**src/gct_pkg.sv**
```systemverilog
// Package with register map, field positions and reset values
package gct_pkg;
    localparam int unsigned ADDR_W = 16;
    localparam logic [15:0] ADDR_GAIN1_TH_HI  = 16'hFE5F;
    localparam logic [15:0] ADDR_GAIN1_TH_LO  = 16'hFE60;
    localparam logic [15:0] ADDR_PIN_ROUTING  = 16'hFE61;
    localparam logic [15:0] ADDR_GAIN_CONFIG  = 16'hFEB1;
    localparam logic [15:0] ADDR_GAIN0_TH_HI  = 16'hFEB2;
    localparam logic [15:0] ADDR_GAIN0_TH_LO  = 16'hFEB3;
    localparam logic [15:0] ADDR_SATURATION_THRESHOLD_HI    = 16'hFEB7;
    localparam logic [15:0] ADDR_SATURATION_THRESHOLD_LO    = 16'hFEB8;
    localparam logic [15:0] ADDR_STATUS       = 16'hFEC0;

    localparam logic [7:0] RST_GAIN1_TH_HI = 8'h40;
    localparam logic [7:0] RST_GAIN1_TH_LO = 8'h00;
    localparam logic [7:0] RST_PIN_ROUTING = 8'h00;
    localparam logic [7:0] RST_GAIN_CONFIG = 8'h24;
    localparam logic [7:0] RST_GAIN0_TH_HI = 8'h10;
    localparam logic [7:0] RST_GAIN0_TH_LO = 8'h00;
    localparam logic [7:0] RST_SATURATION_THRESHOLD_HI   = 8'h40;
    localparam logic [7:0] RST_SATURATION_THRESHOLD_LO   = 8'h00;

    // Configuration bit positions
    localparam int unsigned CFG_G0_POL  = 5;
    localparam int unsigned CFG_G0_VAL  = 4;
    localparam int unsigned CFG_G0_MODE = 3;
    localparam int unsigned CFG_G1_POL  = 2;
    localparam int unsigned CFG_G1_VAL  = 1;
    localparam int unsigned CFG_G1_MODE = 0;
    localparam logic [7:0]  CFG_MASK    = 8'h3F;
    localparam int unsigned PIN_SHARED  = 1;
    localparam int unsigned PIN_SWAP    = 0;
    localparam logic [7:0]  PIN_MASK    = 8'h03;

    // Status bit positions
    localparam int unsigned ST_OUT0  = 0;
    localparam int unsigned ST_OUT1  = 1;
    localparam int unsigned ST_SAT   = 2;
    localparam int unsigned ST_FRAME = 3;

    localparam logic [7:0] BYTE_ZERO = 8'h00;
    localparam logic       MODE_AUTO = 1'b0;

    typedef enum logic {
        GCT_IDLE,
        GCT_HOLD
    } gct_state_t;
endpackage
```
**src/gct_channel_decide.sv**
```systemverilog
// Per-channel decision: automatic or forced value, then polarity
`timescale 1ns/1ns
module gct_channel_decide
    import gct_pkg::*;
(
    input  wire logic [15:0] amplitude,
    input  wire logic [15:0] threshold,
    input  wire logic        satExceeded,
    input  wire logic        modeSelect,
    input  wire logic        forcedValue,
    input  wire logic        polarity,
    output logic             decided
);
    logic raw;

    always_comb begin
        if (modeSelect == MODE_AUTO) begin
            // Threshold only counts once saturation is exceeded
            raw = satExceeded && (amplitude > threshold);
        end else begin
            raw = forcedValue;
        end
        decided = polarity ? raw : ~raw;
    end
endmodule

```
**src/gct_gain_control.sv**
```systemverilog
// Receive-path gain control with threshold registers on Wishbone
// Functional notes
// - 16-bit saturation threshold, high byte at lower address.
// - Above saturation threshold, the threshold of each automatic-mode channel is evaluated.
// - Not above saturation threshold, gain thresholds ignored, no attenuation in automatic mode.
// - Second channel 16-bit upper threshold, high byte lower address.
// - Second threshold acts only in automatic mode and past saturation.
// - First channel 16-bit upper threshold, high byte lower address.
// - First threshold acts only in automatic mode and past saturation.
// - Swap bit exchanges first and second gain outputs.
// - Automatic mode outputs one past saturation and above its threshold, else zero, pre-polarity.
// - Forced mode outputs the written value bit, polarity applied.
// - Polarity one passes output, zero inverts it; default one.
// - Automatic-mode outputs decided at message start and held until message end; forced outputs follow writes at once.
//
// The Wishbone register port was decided locally.
`timescale 1ns/1ns
module gct_gain_control
    import gct_pkg::*;
(
    input  wire logic        clock,
    input  wire logic        reset,
    input  wire logic        clockEnable,
    input  wire logic        wbCyc,
    input  wire logic        wbStb,
    input  wire logic        wbWe,
    input  wire logic [15:0] wbAdr,
    input  wire logic [7:0]  wbDatW,
    input  wire logic        wbSel,
    output logic      [7:0]  wbDatR,
    output logic             wbAck,
    input  wire logic [15:0] rxAmplitude,
    input  wire logic        rxMessageActive,
    input  wire logic        portTimerOutput,
    output logic             gainOutFirst,
    output logic             gainOutSecond,
    output logic             sharedPinOut
);
    // Register file
    logic [7:0] gain1ThHi_r, gain1ThHi_nxt;
    logic [7:0] gain1ThLo_r, gain1ThLo_nxt;
    logic [7:0] pinRouting_r, pinRouting_nxt;
    logic [7:0] gainConfig_r, gainConfig_nxt;
    logic [7:0] gain0ThHi_r, gain0ThHi_nxt;
    logic [7:0] gain0ThLo_r, gain0ThLo_nxt;
    logic [7:0] satThHi_r, satThHi_nxt;
    logic [7:0] satThLo_r, satThLo_nxt;
    logic       ack_r, ack_nxt;
    logic [7:0] rdData_r, rdData_nxt;

    // Message framing and held outputs
    gct_state_t state_r, state_nxt;
    logic       hold0_r, hold0_nxt;
    logic       hold1_r, hold1_nxt;
    logic       sat_r, sat_nxt;
    logic       out0_r, out0_nxt;
    logic       out1_r, out1_nxt;
    logic       pin_r, pin_nxt;

    // Message flag and amplitude come from the analog side: synchronise
    logic        msgMeta_r, msgMeta_nxt;
    logic        msgSync_r, msgSync_nxt;
    logic        ptMeta_r, ptMeta_nxt;
    logic        ptSync_r, ptSync_nxt;
    logic [15:0] ampMeta_r, ampMeta_nxt;
    logic [15:0] ampSync_r, ampSync_nxt;

    logic [15:0] satThreshold;
    logic [15:0] gain0Threshold;
    logic [15:0] gain1Threshold;
    logic        satExceeded;
    logic        decided0;
    logic        decided1;
    logic        access;
    logic        msgStart;

    // Unsigned and strict, so an amplitude equal to the limit never trips
    function automatic logic exceeds(input logic [15:0] amp,
                                     input logic [15:0] limit);
        return amp > limit;
    endfunction

    assign satThreshold   = {satThHi_r, satThLo_r};
    assign gain0Threshold = {gain0ThHi_r, gain0ThLo_r};
    assign gain1Threshold = {gain1ThHi_r, gain1ThLo_r};
    assign satExceeded    = exceeds(ampSync_r, satThreshold);
    assign access         = wbCyc && wbStb && !ack_r;
    // A message starts on the first synced cycle seen while idle
    assign msgStart       = (state_r == GCT_IDLE) && msgSync_r;

    gct_channel_decide uDecide0 (
        .amplitude   (ampSync_r),
        .threshold   (gain0Threshold),
        .satExceeded (satExceeded),
        .modeSelect  (gainConfig_r[CFG_G0_MODE]),
        .forcedValue (gainConfig_r[CFG_G0_VAL]),
        .polarity    (gainConfig_r[CFG_G0_POL]),
        .decided     (decided0)
    );

    gct_channel_decide uDecide1 (
        .amplitude   (ampSync_r),
        .threshold   (gain1Threshold),
        .satExceeded (satExceeded),
        .modeSelect  (gainConfig_r[CFG_G1_MODE]),
        .forcedValue (gainConfig_r[CFG_G1_VAL]),
        .polarity    (gainConfig_r[CFG_G1_POL]),
        .decided     (decided1)
    );

    // Register writes and reads
    always_comb begin
        gain1ThHi_nxt  = gain1ThHi_r;
        gain1ThLo_nxt  = gain1ThLo_r;
        pinRouting_nxt = pinRouting_r;
        gainConfig_nxt = gainConfig_r;
        gain0ThHi_nxt  = gain0ThHi_r;
        gain0ThLo_nxt  = gain0ThLo_r;
        satThHi_nxt    = satThHi_r;
        satThLo_nxt    = satThLo_r;
        ack_nxt        = access;
        rdData_nxt     = BYTE_ZERO;
        if (access && wbWe && wbSel) begin
            if (wbAdr == ADDR_GAIN1_TH_HI) begin
                gain1ThHi_nxt = wbDatW;
            end else if (wbAdr == ADDR_GAIN1_TH_LO) begin
                gain1ThLo_nxt = wbDatW;
            end else if (wbAdr == ADDR_PIN_ROUTING) begin
                pinRouting_nxt = wbDatW & PIN_MASK;
            end else if (wbAdr == ADDR_GAIN_CONFIG) begin
                gainConfig_nxt = wbDatW & CFG_MASK;
            end else if (wbAdr == ADDR_GAIN0_TH_HI) begin
                gain0ThHi_nxt = wbDatW;
            end else if (wbAdr == ADDR_GAIN0_TH_LO) begin
                gain0ThLo_nxt = wbDatW;
            end else if (wbAdr == ADDR_SATURATION_THRESHOLD_HI) begin
                satThHi_nxt = wbDatW;
            end else if (wbAdr == ADDR_SATURATION_THRESHOLD_LO) begin
                satThLo_nxt = wbDatW;
            end
        end
        if (access && !wbWe) begin
            if (wbAdr == ADDR_GAIN1_TH_HI) begin
                rdData_nxt = gain1ThHi_r;
            end else if (wbAdr == ADDR_GAIN1_TH_LO) begin
                rdData_nxt = gain1ThLo_r;
            end else if (wbAdr == ADDR_PIN_ROUTING) begin
                rdData_nxt = pinRouting_r;
            end else if (wbAdr == ADDR_GAIN_CONFIG) begin
                rdData_nxt = gainConfig_r;
            end else if (wbAdr == ADDR_GAIN0_TH_HI) begin
                rdData_nxt = gain0ThHi_r;
            end else if (wbAdr == ADDR_GAIN0_TH_LO) begin
                rdData_nxt = gain0ThLo_r;
            end else if (wbAdr == ADDR_SATURATION_THRESHOLD_HI) begin
                rdData_nxt = satThHi_r;
            end else if (wbAdr == ADDR_SATURATION_THRESHOLD_LO) begin
                rdData_nxt = satThLo_r;
            end else if (wbAdr == ADDR_STATUS) begin
                rdData_nxt = BYTE_ZERO;
                rdData_nxt[ST_OUT0]  = out0_r;
                rdData_nxt[ST_OUT1]  = out1_r;
                rdData_nxt[ST_SAT]   = sat_r;
                rdData_nxt[ST_FRAME] = (state_r == GCT_HOLD);
            end
        end
    end

    always_ff @(posedge clock) begin
        if (reset) begin
            gain1ThHi_r  <= RST_GAIN1_TH_HI;
            gain1ThLo_r  <= RST_GAIN1_TH_LO;
            pinRouting_r <= RST_PIN_ROUTING;
            gainConfig_r <= RST_GAIN_CONFIG;
            gain0ThHi_r  <= RST_GAIN0_TH_HI;
            gain0ThLo_r  <= RST_GAIN0_TH_LO;
            satThHi_r    <= RST_SATURATION_THRESHOLD_HI;
            satThLo_r    <= RST_SATURATION_THRESHOLD_LO;
            ack_r        <= 1'b0;
            rdData_r     <= BYTE_ZERO;
        end else if (clockEnable) begin
            gain1ThHi_r  <= gain1ThHi_nxt;
            gain1ThLo_r  <= gain1ThLo_nxt;
            pinRouting_r <= pinRouting_nxt;
            gainConfig_r <= gainConfig_nxt;
            gain0ThHi_r  <= gain0ThHi_nxt;
            gain0ThLo_r  <= gain0ThLo_nxt;
            satThHi_r    <= satThHi_nxt;
            satThLo_r    <= satThLo_nxt;
            ack_r        <= ack_nxt;
            rdData_r     <= rdData_nxt;
        end
    end

    assign wbAck  = ack_r;
    assign wbDatR = rdData_r;

    // Input synchronisers: plain copies, nothing ahead of the first flop
    always_comb begin
        msgMeta_nxt = rxMessageActive;
        msgSync_nxt = msgMeta_r;
        ptMeta_nxt  = portTimerOutput;
        ptSync_nxt  = ptMeta_r;
        // Amplitude must be steady across two samples; no bus crossing
        ampMeta_nxt = rxAmplitude;
        ampSync_nxt = ampMeta_r;
    end

    always_ff @(posedge clock) begin
        if (reset) begin
            msgMeta_r <= 1'b0;
            msgSync_r <= 1'b0;
            ptMeta_r  <= 1'b0;
            ptSync_r  <= 1'b0;
            ampMeta_r <= '0;
            ampSync_r <= '0;
        end else if (clockEnable) begin
            msgMeta_r <= msgMeta_nxt;
            msgSync_r <= msgSync_nxt;
            ptMeta_r  <= ptMeta_nxt;
            ptSync_r  <= ptSync_nxt;
            ampMeta_r <= ampMeta_nxt;
            ampSync_r <= ampSync_nxt;
        end
    end

    // Automatic-mode decision latched on message start, held to message end
    always_comb begin
        state_nxt = state_r;
        hold0_nxt = hold0_r;
        hold1_nxt = hold1_r;
        sat_nxt   = sat_r;
        case (state_r)
            GCT_IDLE: begin
                if (msgStart) begin
                    hold0_nxt = decided0;
                    hold1_nxt = decided1;
                    sat_nxt   = satExceeded;
                    state_nxt = GCT_HOLD;
                end
            end
            GCT_HOLD: begin
                if (!msgSync_r) begin
                    state_nxt = GCT_IDLE;
                end
            end
            default: state_nxt = GCT_IDLE;
        endcase
        // Forced channels track software writes at once
        if (gainConfig_r[CFG_G0_MODE] != MODE_AUTO) begin
            hold0_nxt = decided0;
        end
        if (gainConfig_r[CFG_G1_MODE] != MODE_AUTO) begin
            hold1_nxt = decided1;
        end
        // Between messages automatic channels show no attenuation
        if (state_nxt == GCT_IDLE && state_r == GCT_IDLE) begin
            if (gainConfig_r[CFG_G0_MODE] == MODE_AUTO) begin
                hold0_nxt = ~gainConfig_r[CFG_G0_POL];
            end
            if (gainConfig_r[CFG_G1_MODE] == MODE_AUTO) begin
                hold1_nxt = ~gainConfig_r[CFG_G1_POL];
            end
        end
    end

    // Swap and pin routing
    always_comb begin
        if (pinRouting_r[PIN_SWAP]) begin
            out0_nxt = hold1_r;
            out1_nxt = hold0_r;
        end else begin
            out0_nxt = hold0_r;
            out1_nxt = hold1_r;
        end
        pin_nxt = pinRouting_r[PIN_SHARED] ? out1_nxt : ptSync_r;
    end

    always_ff @(posedge clock) begin
        if (reset) begin
            state_r <= GCT_IDLE;
            hold0_r <= 1'b0;
            hold1_r <= 1'b0;
            sat_r   <= 1'b0;
            out0_r  <= 1'b0;
            out1_r  <= 1'b0;
            pin_r   <= 1'b0;
        end else if (clockEnable) begin
            state_r <= state_nxt;
            hold0_r <= hold0_nxt;
            hold1_r <= hold1_nxt;
            sat_r   <= sat_nxt;
            out0_r  <= out0_nxt;
            out1_r  <= out1_nxt;
            pin_r   <= pin_nxt;
        end
    end

    assign gainOutFirst  = out0_r;
    assign gainOutSecond = out1_r;
    assign sharedPinOut  = pin_r;
endmodule

```
**config.mk**
```make
export PLATFORM = sky130hd
export DESIGN_NAME = gct_gain_control
export DESIGN_NICKNAME = d
export VERILOG_FILES = /design/src/gct_pkg.sv /design/src/gct_channel_decide.sv /design/src/gct_gain_control.sv
export SDC_FILE = /design/constraint.sdc
export NUM_CORES = 1
export LEC_CHECK = 0
export ABC_CLOCK_PERIOD_IN_PS = 2700
export BUFFER_PORTS_ARGS = -buffer_cell sky130_fd_sc_hd__buf_2
export CAP_MARGIN = 20
export CORE_ASPECT_RATIO = 1.75
export CORE_MARGIN = 3
export CORE_UTILIZATION = 45
export DETAILED_ROUTE_END_ITERATION = 8
export GPL_TIMING_DRIVEN = 0
export PLACE_DENSITY = 0.76
export SYNTH_ARGS = -nofsm -noshare
export SYNTH_HDL_FRONTEND = slang
export SYNTH_SLANG_ARGS = --single-unit
export TNS_END_PERCENT = 5
```
**constraint.sdc**
```tcl
create_clock -name clock -period 2.7 [get_ports clock]
set_clock_uncertainty 0.2 [all_clocks]
set_input_delay 0.135 -clock clock [delete_from_list [all_inputs] [get_ports clock]]
set_output_delay 0.135 -clock clock [all_outputs]
set_load 0.03 [all_outputs]
```
==> PnR_summary.wiki <==
{| class="wikitable"
! Metric !! Value
|-
| R2R setup slack || 0.19 ns
|-
| Routability congestion estimate || 1.00
|-
| Initial antenna violation count || 0
|-
| Endpoint of the most critical setup path || gain0ThLo_r[0]
|-
| GRT Total Usage || 25.9%
|-
| Synthesized instance count || 720
|-
| Yosys warning count || 0
|-
| Worst reg2reg endpoint || gain0ThLo_r[0]
|-
| Total design power || 3.28 mW
|-
| Full die area || 15000 um2
|-
| Leakage power of the design || 2.91 nW
|-
| Drt wl/cell || 19.6 um
|-
| Clock tree sinks || 108
|-
| Clock transition at path regs || 0.08 ns
|-
| Total via count in the routed design || 5717
|-
| Quantity of I/O buffers inserted on ports || 57
|-
| Avg Inst Size Synth || 8.42 um2
|-
| Number of flip-flops and latches in the synthesized netlist || 108
|-
| End-of-flow core utilization || 54.5%
|-
| Critical path class || reg2reg
|-
| TritonCTS clock tree || done
|-
| First-iteration detailed-routing DRC count || 425
|-
| Proportion of layout cells with a drive suffix above 1 || 11.2%
|-
| Pwr per Cell Area || 461 nW/um2
|-
| Nature of the critical path startpoint || flop
|-
| Synth cell types || 59
|-
| Type of the tightest min-delay check || in2reg
|-
| Mean number of vias per cell || 5.77
|-
| Final number of setup-violating endpoints || 0
|-
| Met2 Wirelength || 9.37 mm
|-
| Top library cells by usage in the layout, fill and taps aside || sky130_fd_sc_hd__dfxtp_1 (108), sky130_fd_sc_hd__nor2_1 (96), sky130_fd_sc_hd__mux2i_1 (74)
|-
| Global-route wire length before repair || 29.5 mm
|-
| Final global-route overflow total || 0
|-
| R2R cell count || 6
|-
| Max clock buf depth || 2
|-
| Number of nets produced by synthesis || 817
|-
| Category of the worst setup path capture point || flop
|-
| Worst flop-to-flop path startpoint || wbAck
|-
| Launch point of the critical path || wbAck
|-
| Number of remaining DRC errors || 0
|-
| Starting Density || 46.4%
|-
| Min cycle time layout || 2.51 ns
|-
| Clock buffer count from CTS || 9
|-
| Actual slew at the worst max-slew pin || 1.09 ns
|-
| Most common cell after layout, fill and taps aside || sky130_fd_sc_hd__dfxtp_1
|-
| Most instantiated flip-flop cell in the synthesis netlist || sky130_fd_sc_hd__dfxtp_1
|-
| Root Buffer Master || sky130_fd_sc_hd__clkbuf_16
|-
| Die Ht || 160 um
|-
| Sum of negative setup slack || 0 ns
|-
| Critical path fanouts, max || 8
|-
| Number of endpoints with negative hold slack in the final report || 0
|-
| Mapped Area || 6060 um2
|-
| Sequential element share of the synthesized area || 35.7%
|-
| Width of the die || 93.8 um
|-
| Setup repair after global routing missed its margin || no
|-
| Worst Hold Margin || 0.00629 ns
|-
| Number of pins with negative max-slew slack in the final report || 0
|-
| Run status || complete, no violations
|-
| Number of nets in the final layout || 912
|-
| Antenna Cells || 0
|-
| Achievable clock frequency || 399 MHz
|-
| Area Growth Syn to Fin || 17.5%
|-
| Routed wl met3 || 1.07 mm
|-
| Met1 layer wirelength in the final routing || 6.90 mm
|-
| Core Area || 13100 um2
|-
| Vias in the first global route || 5396
|-
| Required time at the endpoint of the critical path || 2.72 ns
|-
| Final setup slack of the worst path || 0.194 ns
|-
| Peak supply drop || 0.000307 V
|-
| Sum of net half-perimeters after detailed placement || 15.3 mm
|-
| Post-detailed-route count of antenna-violating nets || 0
|-
| Number of detailed-routing iterations run before antenna repair || 5
|-
| Headroom to the max-slew limit || 26.4%
|-
| Final period util || 92.8%
|-
| Post-CTS Setup Bufs || 0
|-
| Arr. time, crit path || 2.53 ns
|-
| Largest net degree at the start of global routing || 20
|-
| CTS H-tree depth || 3
|-
| Maxcap violations || 0
|-
| Synth async-reset ratio || 0%
|-
| Worst setup slack before clock tree synthesis || -0.173 ns
|-
| Highest metal layer used by the detailed router || met4
|-
| Filler Cell Count || 1256
|-
| Clock latency reported for the late side of the worst-skew pair || 0.35 ns
|-
| Ports placed on the boundary || 61
|-
| Number of flops mapped to enable cells by yosys || 0
|-
| Standard-cell row count || 55
|-
| Final routed wirelength across all metal layers || 19.4 mm
|}
-- cells in the mapped netlist (3+ instances only) --
cell type	number	share of area, %
sky130_fd_sc_hd__o211ai_1	4	0.50
sky130_fd_sc_hd__buf_2	8	0.66
sky130_fd_sc_hd__nor3_1	8	0.66
sky130_fd_sc_hd__o31ai_1	3	0.37
sky130_fd_sc_hd__nor2_1	97	6.0
sky130_fd_sc_hd__and2_1	3	0.31
sky130_fd_sc_hd__nand2_1	55	3.4
sky130_fd_sc_hd__clkbuf_1	26	1.6
sky130_fd_sc_hd__a2111oi_0	3	0.43
sky130_fd_sc_hd__nand4_1	17	1.8
sky130_fd_sc_hd__a21boi_0	4	0.50
sky130_fd_sc_hd__a211o_1	3	0.43
sky130_fd_sc_hd__mux2i_1	74	12
sky130_fd_sc_hd__a221o_1	4	0.66
sky130_fd_sc_hd__ha_1	48	9.9
sky130_fd_sc_hd__o22ai_1	3	0.31
sky130_fd_sc_hd__dfxtp_1	108	36
sky130_fd_sc_hd__a211oi_1	8	0.99
sky130_fd_sc_hd__and4_1	5	0.72
sky130_fd_sc_hd__a22oi_1	7	0.87
sky130_fd_sc_hd__a22o_1	4	0.58
sky130_fd_sc_hd__nand3b_1	11	1.4
sky130_fd_sc_hd__a221oi_1	6	0.87
sky130_fd_sc_hd__inv_1	50	3.1
sky130_fd_sc_hd__o21ai_0	16	1.3
sky130_fd_sc_hd__nand3_1	33	2.7
sky130_fd_sc_hd__nand4b_1	5	0.72
sky130_fd_sc_hd__and3_1	6	0.62
sky130_fd_sc_hd__a21oi_1	54	4.5
sky130_fd_sc_hd__nor4_1	5	0.52
sky130_fd_sc_hd__buf_1	3	0.19
-- critical path, stage by stage (launching register included) --
cell and delay (ns):
sky130_fd_sc_hd__dfxtp_1 0.32, sky130_fd_sc_hd__nand4b_1 0.24, sky130_fd_sc_hd__or2_2 0.34, sky130_fd_sc_hd__clkbuf_1 0.21, sky130_fd_sc_hd__nor4_4 0.74, sky130_fd_sc_hd__mux2i_1 0.26
sky130_fd_sc_hd__nor2_1 0.06
-- registers in the layout, summed over array words and instances, names as in the netlist, 2 cells and up, named ones only --
name / cells
gain0ThHi_r: 8
gainConfig_r: 6
ampMeta_r: 16
ampSync_r: 16
gain1ThLo_r: 8
satThLo_r: 8
gain1ThHi_r: 8
wbDatR: 8
pinRouting_r: 2
satThHi_r: 8
gain0ThLo_r: 8
-- through the flow --
stage | instance area [um2] | cells
global placement | 6560 | 948
finish | 7130 | 991
floorplan | 6060 | 720
CTS | 7120 | 991
global route | 7130 | 991
detailed placement | 6560 | 948
-- area by class of cell --
class | count | area (um2) | area share (%)
clock buffers | 10 | 229 | 3.21
flip-flops and latches | 108 | 2160 | 30.3
well taps | 171 | 214 | 3.00
plain buffers | 37 | 149 | 2.09
repair buffers | 84 | 556 | 7.79
multi-input cells | 524 | 3570 | 50.1
clock inverters | 6 | 53.8 | 0.755
inverters | 51 | 191 | 2.69
-- power breakdown --
| part | switching [mW] | total [mW] | internal [mW] | leakage (nW) |
|---|---|---|---|---|
| clock network | 0.650 | 1.30 | 0.647 | 0.136 |
| logic | 0.196 | 0.341 | 0.145 | 1.90 |
| registers | 0.0261 | 1.65 | 1.62 | 0.875 |
| total | 0.873 | 3.28 | 2.41 | 2.91 |
-- cells by family after synthesis --
kind of cell,Yosys count,share of synthesized area [%]
AOI/OAI and AO/OA,132,14.1
adders and majority gates,48,9.90
buffers and inverters,88,5.61
DFF,108,35.7
muxes,74,12.2
and+or+nand+nor,270,22.6
-- per-layer routing --
layer	vias to the layer above	track usage (%)
met4	0	23.0
met1	2579	26.6
met2	254	44.0
met3	106	4.07
met5	-	0
li1	2778	-
-- repair_timing --
item,CTS,global route
gates resized for setup,0,2
hold endpoints to repair,54,0
hold buffers,27,0
endpoints found under the setup margin,0,7
-- worst min path at each step --
| stage | from | endpoint | slack (ns) | cells past startpoint |
|---|---|---|---|---|
| after CTS | wbWe | wbDatR[3] | 0.001 | 4 |
| after detailed placement | rxAmplitude[11] | ampMeta_r[11] | 0.18 | 3 |
| final | wbWe | wbDatR[3] | 0.006 | 4 |
| after floorplan | wbDatW[6] | gain1ThHi_r[6] | 0.05 | 1 |
| after global routing | wbWe | wbDatR[3] | 0.04 | 4 |
| after global placement | rxAmplitude[11] | ampMeta_r[11] | 0.17 | 3 |
Note: power is estimated with default switching activity, not from simulation.
